### src/hdl/cwd_regs.svh
`ifndef CWD_REGS_SVH
`define CWD_REGS_SVH

// word indices; the byte address is four times the index
`define CWD_SERVICE_IDX   30'h0000FFFF
`define CWD_CFG_IDX       30'h00000000
`define CWD_STATUS_IDX    30'h00000001
`define CWD_EVT_EN_IDX    30'h00000002
`define CWD_EVT_CLR_IDX   30'h00000003
`define CWD_COUNT_IDX     30'h00000004

// configuration bits
`define CWD_CFG_LONG_BIT  0
`define CWD_CFG_DIS_BIT   1
`define CWD_CFG_STOP_BIT  2
`define CWD_CFG_W         3
`define CWD_CFG_RESET     3'h0

// event bits
`define CWD_EVT_TIMEOUT   0
`define CWD_EVT_SERVICE   1
`define CWD_EVT_W         2
`define CWD_EVT_RESET     2'h0

// prescaler taps and partial clear
`define CWD_SHORT_TAP_MSB 6
`define CWD_SVC_KEEP_LSB  4

// reset pin pulse, crystal clock cycles
`define CWD_RST_PULSE_CYC 6'h20

// count register layout
`define CWD_CNT_WD_LSB    16

`endif

### src/hdl/cwd_pkg.sv
package cwd_pkg;

    typedef enum logic [0:0] {
        CWD_RUN,
        CWD_PULSE
    } cwd_state_t;

    typedef struct packed {
        logic stop_en;
        logic wd_disable;
        logic long_timeout_select;
    } cwd_cfg_t;

    typedef struct packed {
        logic        valid;
        logic        write;
        logic [29:0] idx;
    } cwd_addr_t;

endpackage

### src/hdl/cwd_watchdog.sv
`timescale 1ns/1ps
// Function
// - free-running 6-bit watchdog counter fed by a 12-bit prescaler
// - unserviced overflow resets after short or long timeout by config bit
// - any write to service register clears counter and prescaler bits 4 and up
// - service address reads back reset vector low byte, never watchdog state
// - watchdog reset drives reset pin low 32 cycles and sets cause bit
// - monitor mode with high voltage on reset or interrupt pin disables watchdog
// - break state with high voltage on reset pin disables watchdog
// - STOP instruction clears the prescaler
// - internal reset clears prescaler and watchdog counter
// - reset vector fetch clears the prescaler
// - disable config bit stops watchdog from generating a reset
// - no CPU interrupt or DMA requests; only action is reset
// - counting continues during wait mode
// - stop mode halts counting and clears prescaler until stop ends
// - STOP honoured only when stop-enable config bit is set
`include "cwd_regs.svh"
module cwd_watchdog
    import cwd_pkg::*;
#(
    parameter int         PRE_W        = 12,
    parameter int         WD_W         = 6,
    parameter logic [7:0] RESET_VEC_LO = 8'h00
) (
    input  wire logic        hclk,
    input  wire logic        hresetn,
    input  wire logic        hsel,
    input  wire logic [31:0] haddr,
    input  wire logic [1:0]  htrans,
    input  wire logic        hwrite,
    input  wire logic [2:0]  hsize,
    input  wire logic [31:0] hwdata,
    input  wire logic        hready,
    output logic      [31:0] hrdata,
    output logic             hreadyout,
    output logic             hresp,
    input  wire logic        monitor_mode,
    input  wire logic        break_state,
    input  wire logic        hv_rst_pin,
    input  wire logic        external_interrupt_hv_pin,
    input  wire logic        internal_reset,
    input  wire logic        vector_fetch,
    input  wire logic        stop_exec,
    input  wire logic        stop_wake,
    output logic             rst_pin_out,
    output logic             rst_pin_oe,
    output logic             stop_active,
    output logic             sys_event
);

    initial begin
        if (PRE_W <= `CWD_SHORT_TAP_MSB || PRE_W > 16 || WD_W < 1 || WD_W > 16) begin
            $error("cwd_watchdog: unsupported counter widths");
        end
    end

    // pin synchronisers
    logic [1:0] hv_rst_sync_q;
    logic [1:0] hv_irq_sync_q;
    logic       hv_rst_s;
    logic       hv_irq_s;

    always_ff @(posedge hclk or negedge hresetn) begin
        if (!hresetn) begin
            hv_rst_sync_q <= 2'h0;
            hv_irq_sync_q <= 2'h0;
        end else begin
            hv_rst_sync_q <= {hv_rst_sync_q[0], hv_rst_pin};
            hv_irq_sync_q <= {hv_irq_sync_q[0], external_interrupt_hv_pin};
        end
    end
    assign hv_rst_s = hv_rst_sync_q[1];
    assign hv_irq_s = hv_irq_sync_q[1];

    // bus slave state
    cwd_addr_t                ap_q,   ap_d;
    logic      [31:0]         rdata_q, rdata_d;
    cwd_cfg_t                 cfg_q,  cfg_d;
    logic      [`CWD_EVT_W-1:0] stat_q, stat_d;
    logic      [`CWD_EVT_W-1:0] en_q,   en_d;
    logic                     irq_q,  irq_d;

    // counting state
    logic      [PRE_W-1:0]    pre_q,  pre_d;
    logic      [WD_W-1:0]     wd_q,   wd_d;
    cwd_state_t               st_q,   st_d;
    logic      [5:0]          pls_q,  pls_d;
    logic                     stop_q, stop_d;
    logic                     oe_q,   oe_d;

    logic wd_off;
    logic tap;
    logic svc_wr;
    logic ovf;
    logic [`CWD_EVT_W-1:0] evt_set;
    logic [`CWD_EVT_W-1:0] evt_clr;

    // hv gating is purely combinational after the synchronisers
    assign wd_off = cfg_q.wd_disable
                  | (monitor_mode & (hv_rst_s | hv_irq_s))
                  | (break_state & hv_rst_s);

    assign svc_wr = ap_q.valid & ap_q.write & (ap_q.idx == `CWD_SERVICE_IDX);

    // tap: low seven bits wrap (short) or whole prescaler wraps (long)
    always_comb begin
        if (cfg_q.long_timeout_select) begin
            tap = &pre_q;
        end else begin
            tap = &pre_q[`CWD_SHORT_TAP_MSB:0];
        end
    end

    assign ovf = tap & (&wd_q) & !wd_off & (st_q == CWD_RUN) & !stop_q;

    // bus address and read data
    always_comb begin
        ap_d    = '0;
        rdata_d = rdata_q;
        if (hsel && htrans[1] && hready) begin
            ap_d.valid = 1'b1;
            ap_d.write = hwrite;
            ap_d.idx   = haddr[31:2];
            rdata_d    = 32'h0;
            if (!hwrite) begin
                case (haddr[31:2])
                    `CWD_SERVICE_IDX: rdata_d = {24'h0, RESET_VEC_LO};
                    `CWD_CFG_IDX:     rdata_d = {29'h0, cfg_q};
                    `CWD_STATUS_IDX:  rdata_d = {30'h0, stat_q};
                    `CWD_EVT_EN_IDX:  rdata_d = {30'h0, en_q};
                    `CWD_COUNT_IDX: begin
                        rdata_d[PRE_W-1:0]                     = pre_q;
                        rdata_d[`CWD_CNT_WD_LSB +: WD_W]       = wd_q;
                    end
                    default:          rdata_d = 32'h0;
                endcase
            end
        end
    end

    // registers, events and the system event line
    always_comb begin
        cfg_d   = cfg_q;
        en_d    = en_q;
        evt_clr = '0;
        evt_set = '0;
        if (ap_q.valid && ap_q.write) begin
            case (ap_q.idx)
                `CWD_CFG_IDX:     cfg_d   = hwdata[`CWD_CFG_W-1:0];
                `CWD_EVT_EN_IDX:  en_d    = hwdata[`CWD_EVT_W-1:0];
                `CWD_EVT_CLR_IDX: evt_clr = hwdata[`CWD_EVT_W-1:0];
                default:          evt_clr = '0;
            endcase
        end
        evt_set[`CWD_EVT_TIMEOUT] = ovf;
        evt_set[`CWD_EVT_SERVICE] = svc_wr;
        stat_d = (stat_q & ~evt_clr) | evt_set;
        // goes to reset-cause logic, not to the CPU interrupt controller
        irq_d  = |(stat_d & en_d);
    end

    // prescaler, watchdog counter, reset pulse, stop
    always_comb begin
        pre_d  = pre_q + PRE_W'(1);
        wd_d   = wd_q;
        st_d   = st_q;
        pls_d  = pls_q;
        stop_d = stop_q;
        if (tap) begin
            wd_d = wd_q + WD_W'(1);
        end
        if (stop_exec && cfg_q.stop_en) begin
            stop_d = 1'b1;
        end else if (stop_wake) begin
            stop_d = 1'b0;
        end
        if (svc_wr) begin
            wd_d = '0;
            pre_d[PRE_W-1:`CWD_SVC_KEEP_LSB] = '0;
        end
        if (stop_exec || stop_q) begin
            pre_d = '0;
            wd_d  = (svc_wr) ? '0 : wd_q;
        end
        if (vector_fetch) begin
            pre_d = '0;
        end
        if (wd_off) begin
            pre_d = '0;
            wd_d  = '0;
        end
        case (st_q)
            CWD_RUN: begin
                if (ovf) begin
                    st_d  = CWD_PULSE;
                    pls_d = `CWD_RST_PULSE_CYC - 6'h01;
                    stop_d = 1'b0;
                end
            end
            CWD_PULSE: begin
                pre_d = '0;
                wd_d  = '0;
                if (pls_q == 6'h00) begin
                    st_d = CWD_RUN;
                end else begin
                    pls_d = pls_q - 6'h01;
                end
            end
            default: begin
                st_d = CWD_RUN;
            end
        endcase
        if (internal_reset) begin
            pre_d = '0;
            wd_d  = '0;
        end
        oe_d = (st_d == CWD_PULSE);
    end

    always_ff @(posedge hclk or negedge hresetn) begin
        if (!hresetn) begin
            ap_q    <= '0;
            rdata_q <= 32'h0;
            cfg_q   <= `CWD_CFG_RESET;
            stat_q  <= `CWD_EVT_RESET;
            en_q    <= `CWD_EVT_RESET;
            irq_q   <= 1'b0;
            pre_q   <= '0;
            wd_q    <= '0;
            st_q    <= CWD_RUN;
            pls_q   <= 6'h00;
            stop_q  <= 1'b0;
            oe_q    <= 1'b0;
        end else begin
            ap_q    <= ap_d;
            rdata_q <= rdata_d;
            cfg_q   <= cfg_d;
            stat_q  <= stat_d;
            en_q    <= en_d;
            irq_q   <= irq_d;
            pre_q   <= pre_d;
            wd_q    <= wd_d;
            st_q    <= st_d;
            pls_q   <= pls_d;
            stop_q  <= stop_d;
            oe_q    <= oe_d;
        end
    end

    assign hrdata      = rdata_q;
    assign hreadyout   = 1'b1;
    assign hresp       = 1'b0;
    assign rst_pin_out = 1'b0;
    assign rst_pin_oe  = oe_q;
    assign stop_active = stop_q;
    assign sys_event   = irq_q;
endmodule

### config.mk
export PLATFORM = sky130hd
export DESIGN_NAME = cwd_watchdog
export DESIGN_NICKNAME = d
export VERILOG_FILES = /design/src/hdl/cwd_pkg.sv /design/src/hdl/cwd_watchdog.sv
export VERILOG_INCLUDE_DIRS = /design/src /design/src/hdl
export SDC_FILE = /design/constraint.sdc
export NUM_CORES = 1
export LEC_CHECK = 0
export ABC_CLOCK_PERIOD_IN_PS = 2200
export BUFFER_PORTS_ARGS = -buffer_cell sky130_fd_sc_hd__clkbuf_2
export CAP_MARGIN = 10
export CELL_PAD_IN_SITES_DETAIL_PLACEMENT = 1
export CELL_PAD_IN_SITES_GLOBAL_PLACEMENT = 1
export CORE_MARGIN = 1
export CORE_UTILIZATION = 35
export DETAILED_ROUTE_END_ITERATION = 16
export GPL_ROUTABILITY_DRIVEN = 0
export GPL_TIMING_DRIVEN = 0
export PLACE_DENSITY = 0.81
export SLEW_MARGIN = 30
export SYNTH_ARGS = -nofsm -noshare
export SYNTH_HDL_FRONTEND = slang
export SYNTH_SLANG_ARGS = --single-unit
### constraint.sdc
create_clock -name hclk -period 2.2 [get_ports hclk]
set_input_delay 0.22 -clock hclk [delete_from_list [all_inputs] [get_ports hclk]]
set_output_delay 0.22 -clock hclk [all_outputs]
set_load 0.01 [all_outputs]
Yosys cells after proc, flatten, opt, wreduce, memory -nomap -nowiden
Cells that the tools add are included.
{ "classes": {"n_addsub": 3, "n_mul": 0, "n_div": 0, "n_lt_le_gt_ge": 0, "n_eq_ne": 9, "shifts": 0, "muxes": 32, "bitwise": 16, "n_reduce_logical": 18} }
{ "ops": {"columns": ["cell", "n"], "rows": [
  ["$eq A30 B2 Y1 const B", 3],
  ["$logic_not A30 Y1", 2],
  ["$mux W12", 5],
  ["$mux W6", 10],
  ["$pmux W12 S4", 1],
  ["$mux W32", 1],
  ["$eq A30 B1 Y1 const B", 1],
  ["$eq A30 B16 Y1 const B", 1],
  ["$eq A30 B3 Y1 const B", 1],
  ["$mux W22", 1],
  ["$add A12 B1 Y12 const B", 1],
  ["$pmux W6 S2", 1],
  ["$reduce_and A12 Y1", 1],
  ["$and A1 B1 Y1", 8],
  ["$mux W2", 4],
  ["$mux W8", 1],
  ["$mux W1", 7],
  ["$reduce_and A7 Y1", 1],
  ["$add A6 B1 Y6 const B", 1],
  ["$logic_not A6 Y1", 1],
  ["$reduce_and A2 Y1", 3],
  ["$reduce_and A6 Y1", 1],
  ["$sub A6 B1 Y6 const B", 1],
  ["$ne A5 B5 Y1 const B", 1],
  ["other kinds (12)", 20]
]} }
{ "word_totals": {"reg_bits": 102, "latchBits": 0, "ramBits": 0, "rom_bits": 0, "inputBits": 82, "out_inout_bits": 38, "word_cells": 95, "mem_count": 0} }

Longest topological paths before layout
Gate-level depths: netlist (run 1).
{ "depth": {"ltp_word": 11, "ltp_mapped": 8, "mapped_depth_nobuf": 6} }

Least setup slack after synthesis (run 1)
OpenSTA, ideal clock, no wires.
{ "synth_timing": {"path_type": "flip-flop to flip-flop", "from": "register ap_q[6] (netlist name)", "to": "register irq_q (netlist: sys_event)", "setup_time_ps": 121, "arrival_time_ps": 1864, "t_required_ps": 2079, "setup_slack_ps": 215, "stages_incl_launch_ff": 6, "path_buffers": 0, "synth_period_minus_slack_ps": 1985, "cell_sequence": "dfrtp_1 -> or4_4 -> nor3_2 -> and4_1 -> mux2_1 -> a22o_1"} }
{ "synth_via": {"word_cells_on_any_way": 13, "classes_between": "3 x eq/ne; 4 x mux; 5 x bitwise; 1 x reduce/logical"} }
{ "synth_rtl": {"columns": ["item", "line", "text"], "rows": [
  ["start: declaration", "cwd_watchdog.sv:77", "cwd_addr_t ap_q, ap_d;"],
  ["start signal: assignment", "cwd_watchdog.sv:236", "ap_q <= ap_d;"],
  ["$eq A30 B2 Y1", "cwd_watchdog.sv:149", "case (ap_q.idx)"],
  ["$mux W2", "cwd_watchdog.sv:149", null],
  ["$mux W2", "cwd_watchdog.sv:148", "if (ap_q.valid && ap_q.write) begin"],
  ["named net en_d[0]", "cwd_watchdog.sv:81", "logic [`CWD_EVT_W-1:0] en_q, en_d;"],
  ["$and A2 B2 Y2", "cwd_watchdog.sv:160", "irq_d = |(stat_d & en_d);"],
  ["$reduce_or A2 Y1", "cwd_watchdog.sv:160", null],
  ["named net irq_d", "cwd_watchdog.sv:82", "logic irq_q, irq_d;"],
  ["end signal: assignment", "cwd_watchdog.sv:241", "irq_q <= irq_d;"],
  ["end: declaration", "cwd_watchdog.sv:82", null]
]} }
The timed path passes the listed nets, and every way through them passes these cells.
A chain may end at the register's enable or synchronous reset.

Final worst setup path (run 1)
Ends and elaborated chain as after synthesis.

==> results of run 1 <==
==> area by class of cell <==
cell class	count	area share
multi-input cells	220	0.313
well taps	136	0.0367
repair buffers	71	0.0866
inverters	5	0.00405
flip-flops and latches	88	0.475
clock inverters	4	0.0162
clock buffers	12	0.0356
plain buffers	23	0.0329
==> per-stage QoR <==
stage                     cell area, µm²  power, W  utilization  setup TNS (ns)  worst slack, ns
after detailed placement            4350   0.00188        0.420          -0.162          -0.0359
final                               4640   0.00314        0.447               0           0.0908
after global placement              4310   0.00187        0.416               0           0.0217
after floorplan                     3810   0.00177            -               0            0.215
after CTS                           4630   0.00319        0.446               0           0.0377
after global routing                4640   0.00328        0.447               0          0.00208
==> state kept, by name, summed over array words and instances, names as in the netlist <==
name           count
hv_irq_sync_q      2
hv_rst_sync_q      2
cfg_q              3
wd_q               6
stat_q             2
stop_active        1
pre_q             12
en_q               2
rst_pin_oe         1
pls_q              6
sys_event          1
hrdata            18
ap_q              32
==> kinds of logic after synthesis <==
group / synth area share
other: 0.00200
buffers and inverters: 0.0457
adder cells (fa/ha/maj): 0.0100
flip-flops: 0.587
AO/OA/AOI/OAI: 0.0807
XOR/XNOR: 0.0420
multiplexers: 0.0290
AND/OR/NAND/NOR: 0.204
==> power by group <==
group          total, W  switching [W]  internal (W)
clock network   0.00129       0.000557      0.000733
registers       0.00165      0.0000124       0.00164
logic          0.000203       0.000111     0.0000918
total           0.00314       0.000680       0.00246
==> placed cells by master (no fill, tap or decap), types with 4 or more instances in the layout <==
cell type  synthesis  final
nor3_1             6      6
buf_4             17     17
dfrtp_1           88     88
inv_1              4      4
clkbuf_8           0     13
nand2_1           10     10
nor2_1            29     29
nor4_1            11     11
clkbuf_2           0     66
xnor2_1            9      9
a21oi_1            5      5
a22o_1            18     18
and3_1             4      4
xor2_1             9      9
conb_1             2     17
o21ai_0            6      6
mux2_1             5      5
and2_1            32     32
clkbuf_1           4      4
nand3_1           10     10
nand4_1           12     12
==> timing repair <==
action | CTS | global route
buffers inserted | 0 | 0
endpoints found under the hold margin | 44 | 0
pin swaps | 0 | 2
setup endpoints to repair | 4 | 5
resized for setup | 1 | 3
hold buffers | 3 | 0
==> layer usage <==
layer / GRT usage / up-vias / part of all wire
li1: - / 1297 / -
met1: 0.197 / 1384 / 0.42
met2: 0.297 / 77 / 0.52
met3: 0.0433 / 18 / 0.045
met4: 0.0655 / 0 / 0.022
met5: 0 / - / 0
==> how the worst max path moves through the flow <==
| stage | from | end | slack, ns | depth (start not counted) |
|---|---|---|---|---|
| 2_1_floorplan | ap_q[6] | sys_event | 0.22 | 5 |
| 3_3_place_gp | hresetn | ap_q[7] | 0.02 | 1 |
| 3_5_place_dp | pre_q[0] | pls_q[4] | -0.04 | 6 |
| 4_1_cts | pre_q[0] | pls_q[2] | 0.04 | 6 |
| 5_1_grt | ap_q[6] | sys_event | 0.002 | 5 |
| 6_report | ap_q[6] | sys_event | 0.09 | 5 |
==> worst max-delay path, delay by kind of cell (launching register included) <==
family	cells	cell delay, ns
and+or+nand+nor	3	1.03
DFF	1	0.40
muxes	1	0.34
AOI/OAI and AO/OA	1	0.23
==> flow_summary.yaml, run 1 <==
outcome:
  outcome: "finished, final reports clean"
min_path:
  min_path_type: "in -> reg"
  min_path_cells: 2
  min_from: "haddr[13]"
  whs_endpoint: "ap_q[11]"
sta:
  grt_setup_unrepaired: "false"
  fmax_ghz: 0.474
  hold_slack_ns: 0.0898
  relSlewSlack: 0.628
  fin_crit_sh: 0.959
  post-route-min-period_ns: 2.11
  skew_ns: 0.0104
  worst_pin_slew_ns: 0.552
  report.final.setup_viol: 0
  maxSlewViolCount: 0
  hold_viol: 0
clock_tree:
  cts_buffers: 9
  clock_sinks: 88
  cts_buffer_depth: 2
  h-tree-depth: 3
  cts_tree: "yes"
  path_clk_slew_ns: 0.08
  worstSkewPairLatency_ns: 0.36
  cts-root-buf: "clkbuf_8"
finish:
  nets: 503
  multi_input_area_mm2: 0.00145
  antenna_cells: 0
  area_growth_syn_to_layout_pct: 23.6
  fillCellCount: 1182
  final-seq-area_mm2: 0.00220
  drive_gt1_frac: 0.270
  layout.cells.non_filler: 559
synthesis:
  ys_ff_latch: 88
  yosysMostFrequentCell: "dfrtp_1"
  netlist_area_mm2: 0.00375
  synth_cells: 321
  synth-edff-count: 0
  syn_area_per_cell_um2: 11.7
  async_flop_share: 1.00
  ys_types: 44
  synth_top_cell_by_area: "dfrtp_1"
  yosysWarnings: 0
  synth_common_cells: "88 x dfrtp_1, 32 x and2_1, 29 x nor2_1"
  synth.yosys.seq_area_share: 0.587
  synth_ff_type: "dfrtp_1"
  synthTopCellsByArea: "dfrtp_1 59%, and2_1 5.3%, a22o_1 4.2%"
  yosys.area.top_type_share: 0.587
critical_path:
  crit_required_ns: 2.44
  cp-start-kind: "register"
  setup.worst_path.class: "reg -> reg"
  crit_slowest_cell: "or4_4"
  reg2regPathDepth: 5
  worstPathArrival_ns: 2.34
  cp_max_fo: 2
  max_stage_delay_ns: 0.57
  crit_path_cell_trace: "or4_4, nor3_2, and4_4, mux2_1, a22o_1"
  timing.reg2reg.setup_slack_ns: 0.09
  worstSetupEndpointType: "register"
  r2r_start: "ap_q[6]"
  r2r_end: "sys_event"
routing:
  routed_via_density: 4.97
  drc: 0
  first_iter_violations: 63
  drt_pass1_iterations: 4
  routedWlPerCell_um: 15.5
  wirelength_um: 8640
  vias: 2776
  drtAntennaViolNets: 0
grt:
  grt.total_usage: 0.169
  grt_pass1_wl_um: 14400
  grt_start_max_net_pins: 47
  overflow: 0
  antenna_found_initial: 0
  grt_pass1_vias: 2887
flow_run:
  max_cap_violations: 0
power_and_ir_drop:
  peakVddDrop_v: 0.000310
  p_leak_nw: 2.27
  power_density_mw_per_mm2: 677
floorplanning:
  num_io_pins: 120
  num_rows: 37
  die_height_um: 106
  start_util: 0.362
  die-width_um: 106
  die-area_mm2: 0.0111
  core_mm2: 0.0104
place:
  dp.cells: 540
  dp_hpwl_um: 6500
  portBuffers: 67
Power figures use the tool's default switching activity.
==> inputs of run 2 (changes only) <==
--- a/config.mk
+++ b/config.mk
@@ -6,6 +6,7 @@
 export SDC_FILE = /design/constraint.sdc
 export NUM_CORES = 1
 export LEC_CHECK = 0
+export ABC_AREA = 0
 export ABC_CLOCK_PERIOD_IN_PS = 2200
 export BUFFER_PORTS_ARGS = -buffer_cell sky130_fd_sc_hd__clkbuf_2
 export CAP_MARGIN = 10
@@ -15,7 +16,6 @@
 export CORE_UTILIZATION = 35
 export DETAILED_ROUTE_END_ITERATION = 16
 export GPL_ROUTABILITY_DRIVEN = 0
-export GPL_TIMING_DRIVEN = 0
 export PLACE_DENSITY = 0.81
 export SLEW_MARGIN = 30
 export SYNTH_ARGS = -nofsm -noshare
==> run 2 against run 1 <==
Non-clock buffer count shrank 18; sequential share of layout area increased by 1.7 points; maximum frequency down 0.28%; setup slack got worse by 0.0060 ns; register-to-register slack about the same; critical path depth unchanged; wire length decreased by 3.1%; critical endpoint unchanged; final cell count shrank 3.2%; hold slack worse by 0.014 ns.
==> flow_summary.yaml, run 2 (same netlist as run 1, synthesis figures left out) <==
sta:
  tns_ns: 0
  hold_viol: 0
  fmax_ghz: 0.473
  skew_ns: 0.0111
  maxSlewViolCount: 0
  report.final.setup_viol: 0
  grt_setup_unrepaired: "false"
  fin_crit_sh: 0.961
  post-route-min-period_ns: 2.12
  hold_slack_ns: 0.0758
grt:
  antenna_found_initial: 0
  grt_pass1_vias: 2877
  overflow: 0
  grt_pass1_wl_um: 14200
  grt_start_max_net_pins: 63
  grt.total_usage: 0.167
critical_path:
  cp-start-kind: "register"
  max_stage_delay_ns: 0.58
  path_buf_inv: 0
  worstPathArrival_ns: 2.36
  crit_required_ns: 2.45
  crit_path_cell_trace: "or4_4, nor3_4, and4_4, mux2_1, a22o_1"
  cp_max_fo: 2
  timing.reg2reg.setup_slack_ns: 0.08
  setup.worst_path.class: "reg -> reg"
  cp_top_family: "simple AND/OR/NAND/NOR gates"
  crit_slowest_cell: "or4_4"
  worstSetupEndpointType: "register"
clock_tree:
  cts_buffers: 9
  clock_sinks: 88
  cts_tree: "yes"
  cts-root-buf: "clkbuf_8"
  h-tree-depth: 3
  cts_buffer_depth: 2
  path_clk_slew_ns: 0.09
  worstSkewPairLatency_ns: 0.37
finish:
  antenna_cells: 0
  drive_gt1_frac: 0.247
  regMostFlops: "ap_q"
  nets: 485
  final_cell_area_mm2: 0.00448
  final_common_cell: "dfrtp_1"
  largest_reg_flops: 32
  area_growth_syn_to_layout_pct: 19.5
  final_cell_mix: "88 x dfrtp_1, 66 x clkbuf_2, 32 x and2_1"
floorplanning:
  die-width_um: 106
  core_mm2: 0.0104
  die-area_mm2: 0.0111
  num_io_pins: 120
  die_height_um: 106
  num_rows: 37
  start_util: 0.362
routing:
  drt_pass1_iterations: 4
  vias: 2688
  routedWlPerCell_um: 15.5
  wirelength_um: 8370
  drc: 0
  first_iter_violations: 53
  drtAntennaViolNets: 0
  routed_via_density: 4.97
place:
  placed_area_mm2: 0.00422
  portBuffers: 67
  dp_hpwl_um: 6360
power_and_ir_drop:
  power_density_mw_per_mm2: 673
  p_leak_nw: 2.17
  peakVddDrop_v: 0.000365
min_path:
  min_path_type: "in -> reg"
outcome:
  outcome: "finished, final reports clean"
flow_run:
  max_cap_violations: 0
-- run 2: cell types whose count changed in the layout (fill, tap and decap cells not counted), sizes merged --
cell / previous run / this run
buf: 20 / 7
bufinv: 2 / 1
clkinvlp: 2 / 1
clkbuf: 83 / 78
clkinv: 0 / 2
-- run 2: path summary, 6_finish.rpt --
check,startpoint,to,cells after the start
min,haddr[13],ap_q[11],2
max,ap_q[6],sys_event,5
max reg2reg,ap_q[6],sys_event,5
max in group asynchronous,hresetn,pre_q[6],3
min reg2reg,hv_irq_sync_q[0],hv_irq_sync_q[1],0
min in group asynchronous,hresetn,hrdata[7],2
-- run 2: cell type report --
class	instances	area, µm²
clock buffers	12	165
fillers	1164	5890
repair buffers	76	425
well taps	136	170
multi-input cells	220	1450
inverters	5	18.8
clock inverters	4	51.3
flip-flops and latches	88	2200
-- run 2: layer usage --
layer	GRT usage	vias to the layer above	wire, µm
met5	0	-	0
met4	0.0625	0	130
met3	0.0402	12	436
met2	0.296	75	4380
met1	0.197	1349	3420
li1	-	1252	-
-- run 2: through the flow --
step / cells / power [W] / setup slack (ns) / util
finish: 541 / 0.00302 / 0.0849 / 0.432
global route: 541 / 0.00314 / 0.00616 / 0.432
CTS: 541 / 0.00306 / 0.0322 / 0.431
detailed placement: 522 / 0.00186 / 0.0597 / 0.407
global placement: 522 / 0.00185 / 0.145 / 0.407
floorplan: 336 / 0.00177 / 0.215 / -
-- run 2: where the power goes --
group	internal [W]	total (W)	switching, W
Sequential	0.00164	0.00165	0.0000117
Combinational	0.0000735	0.000181	0.000108
Clock	0.000618	0.00119	0.000568
Total	0.00233	0.00302	0.000688
-- run 2: timing repair --
item	4_1_cts	5_1_grt
hold endpoints to repair	28	0
hold buffers	3	0
gates resized for setup	0	4
buffers inserted	0	0
setup endpoints to repair	0	2
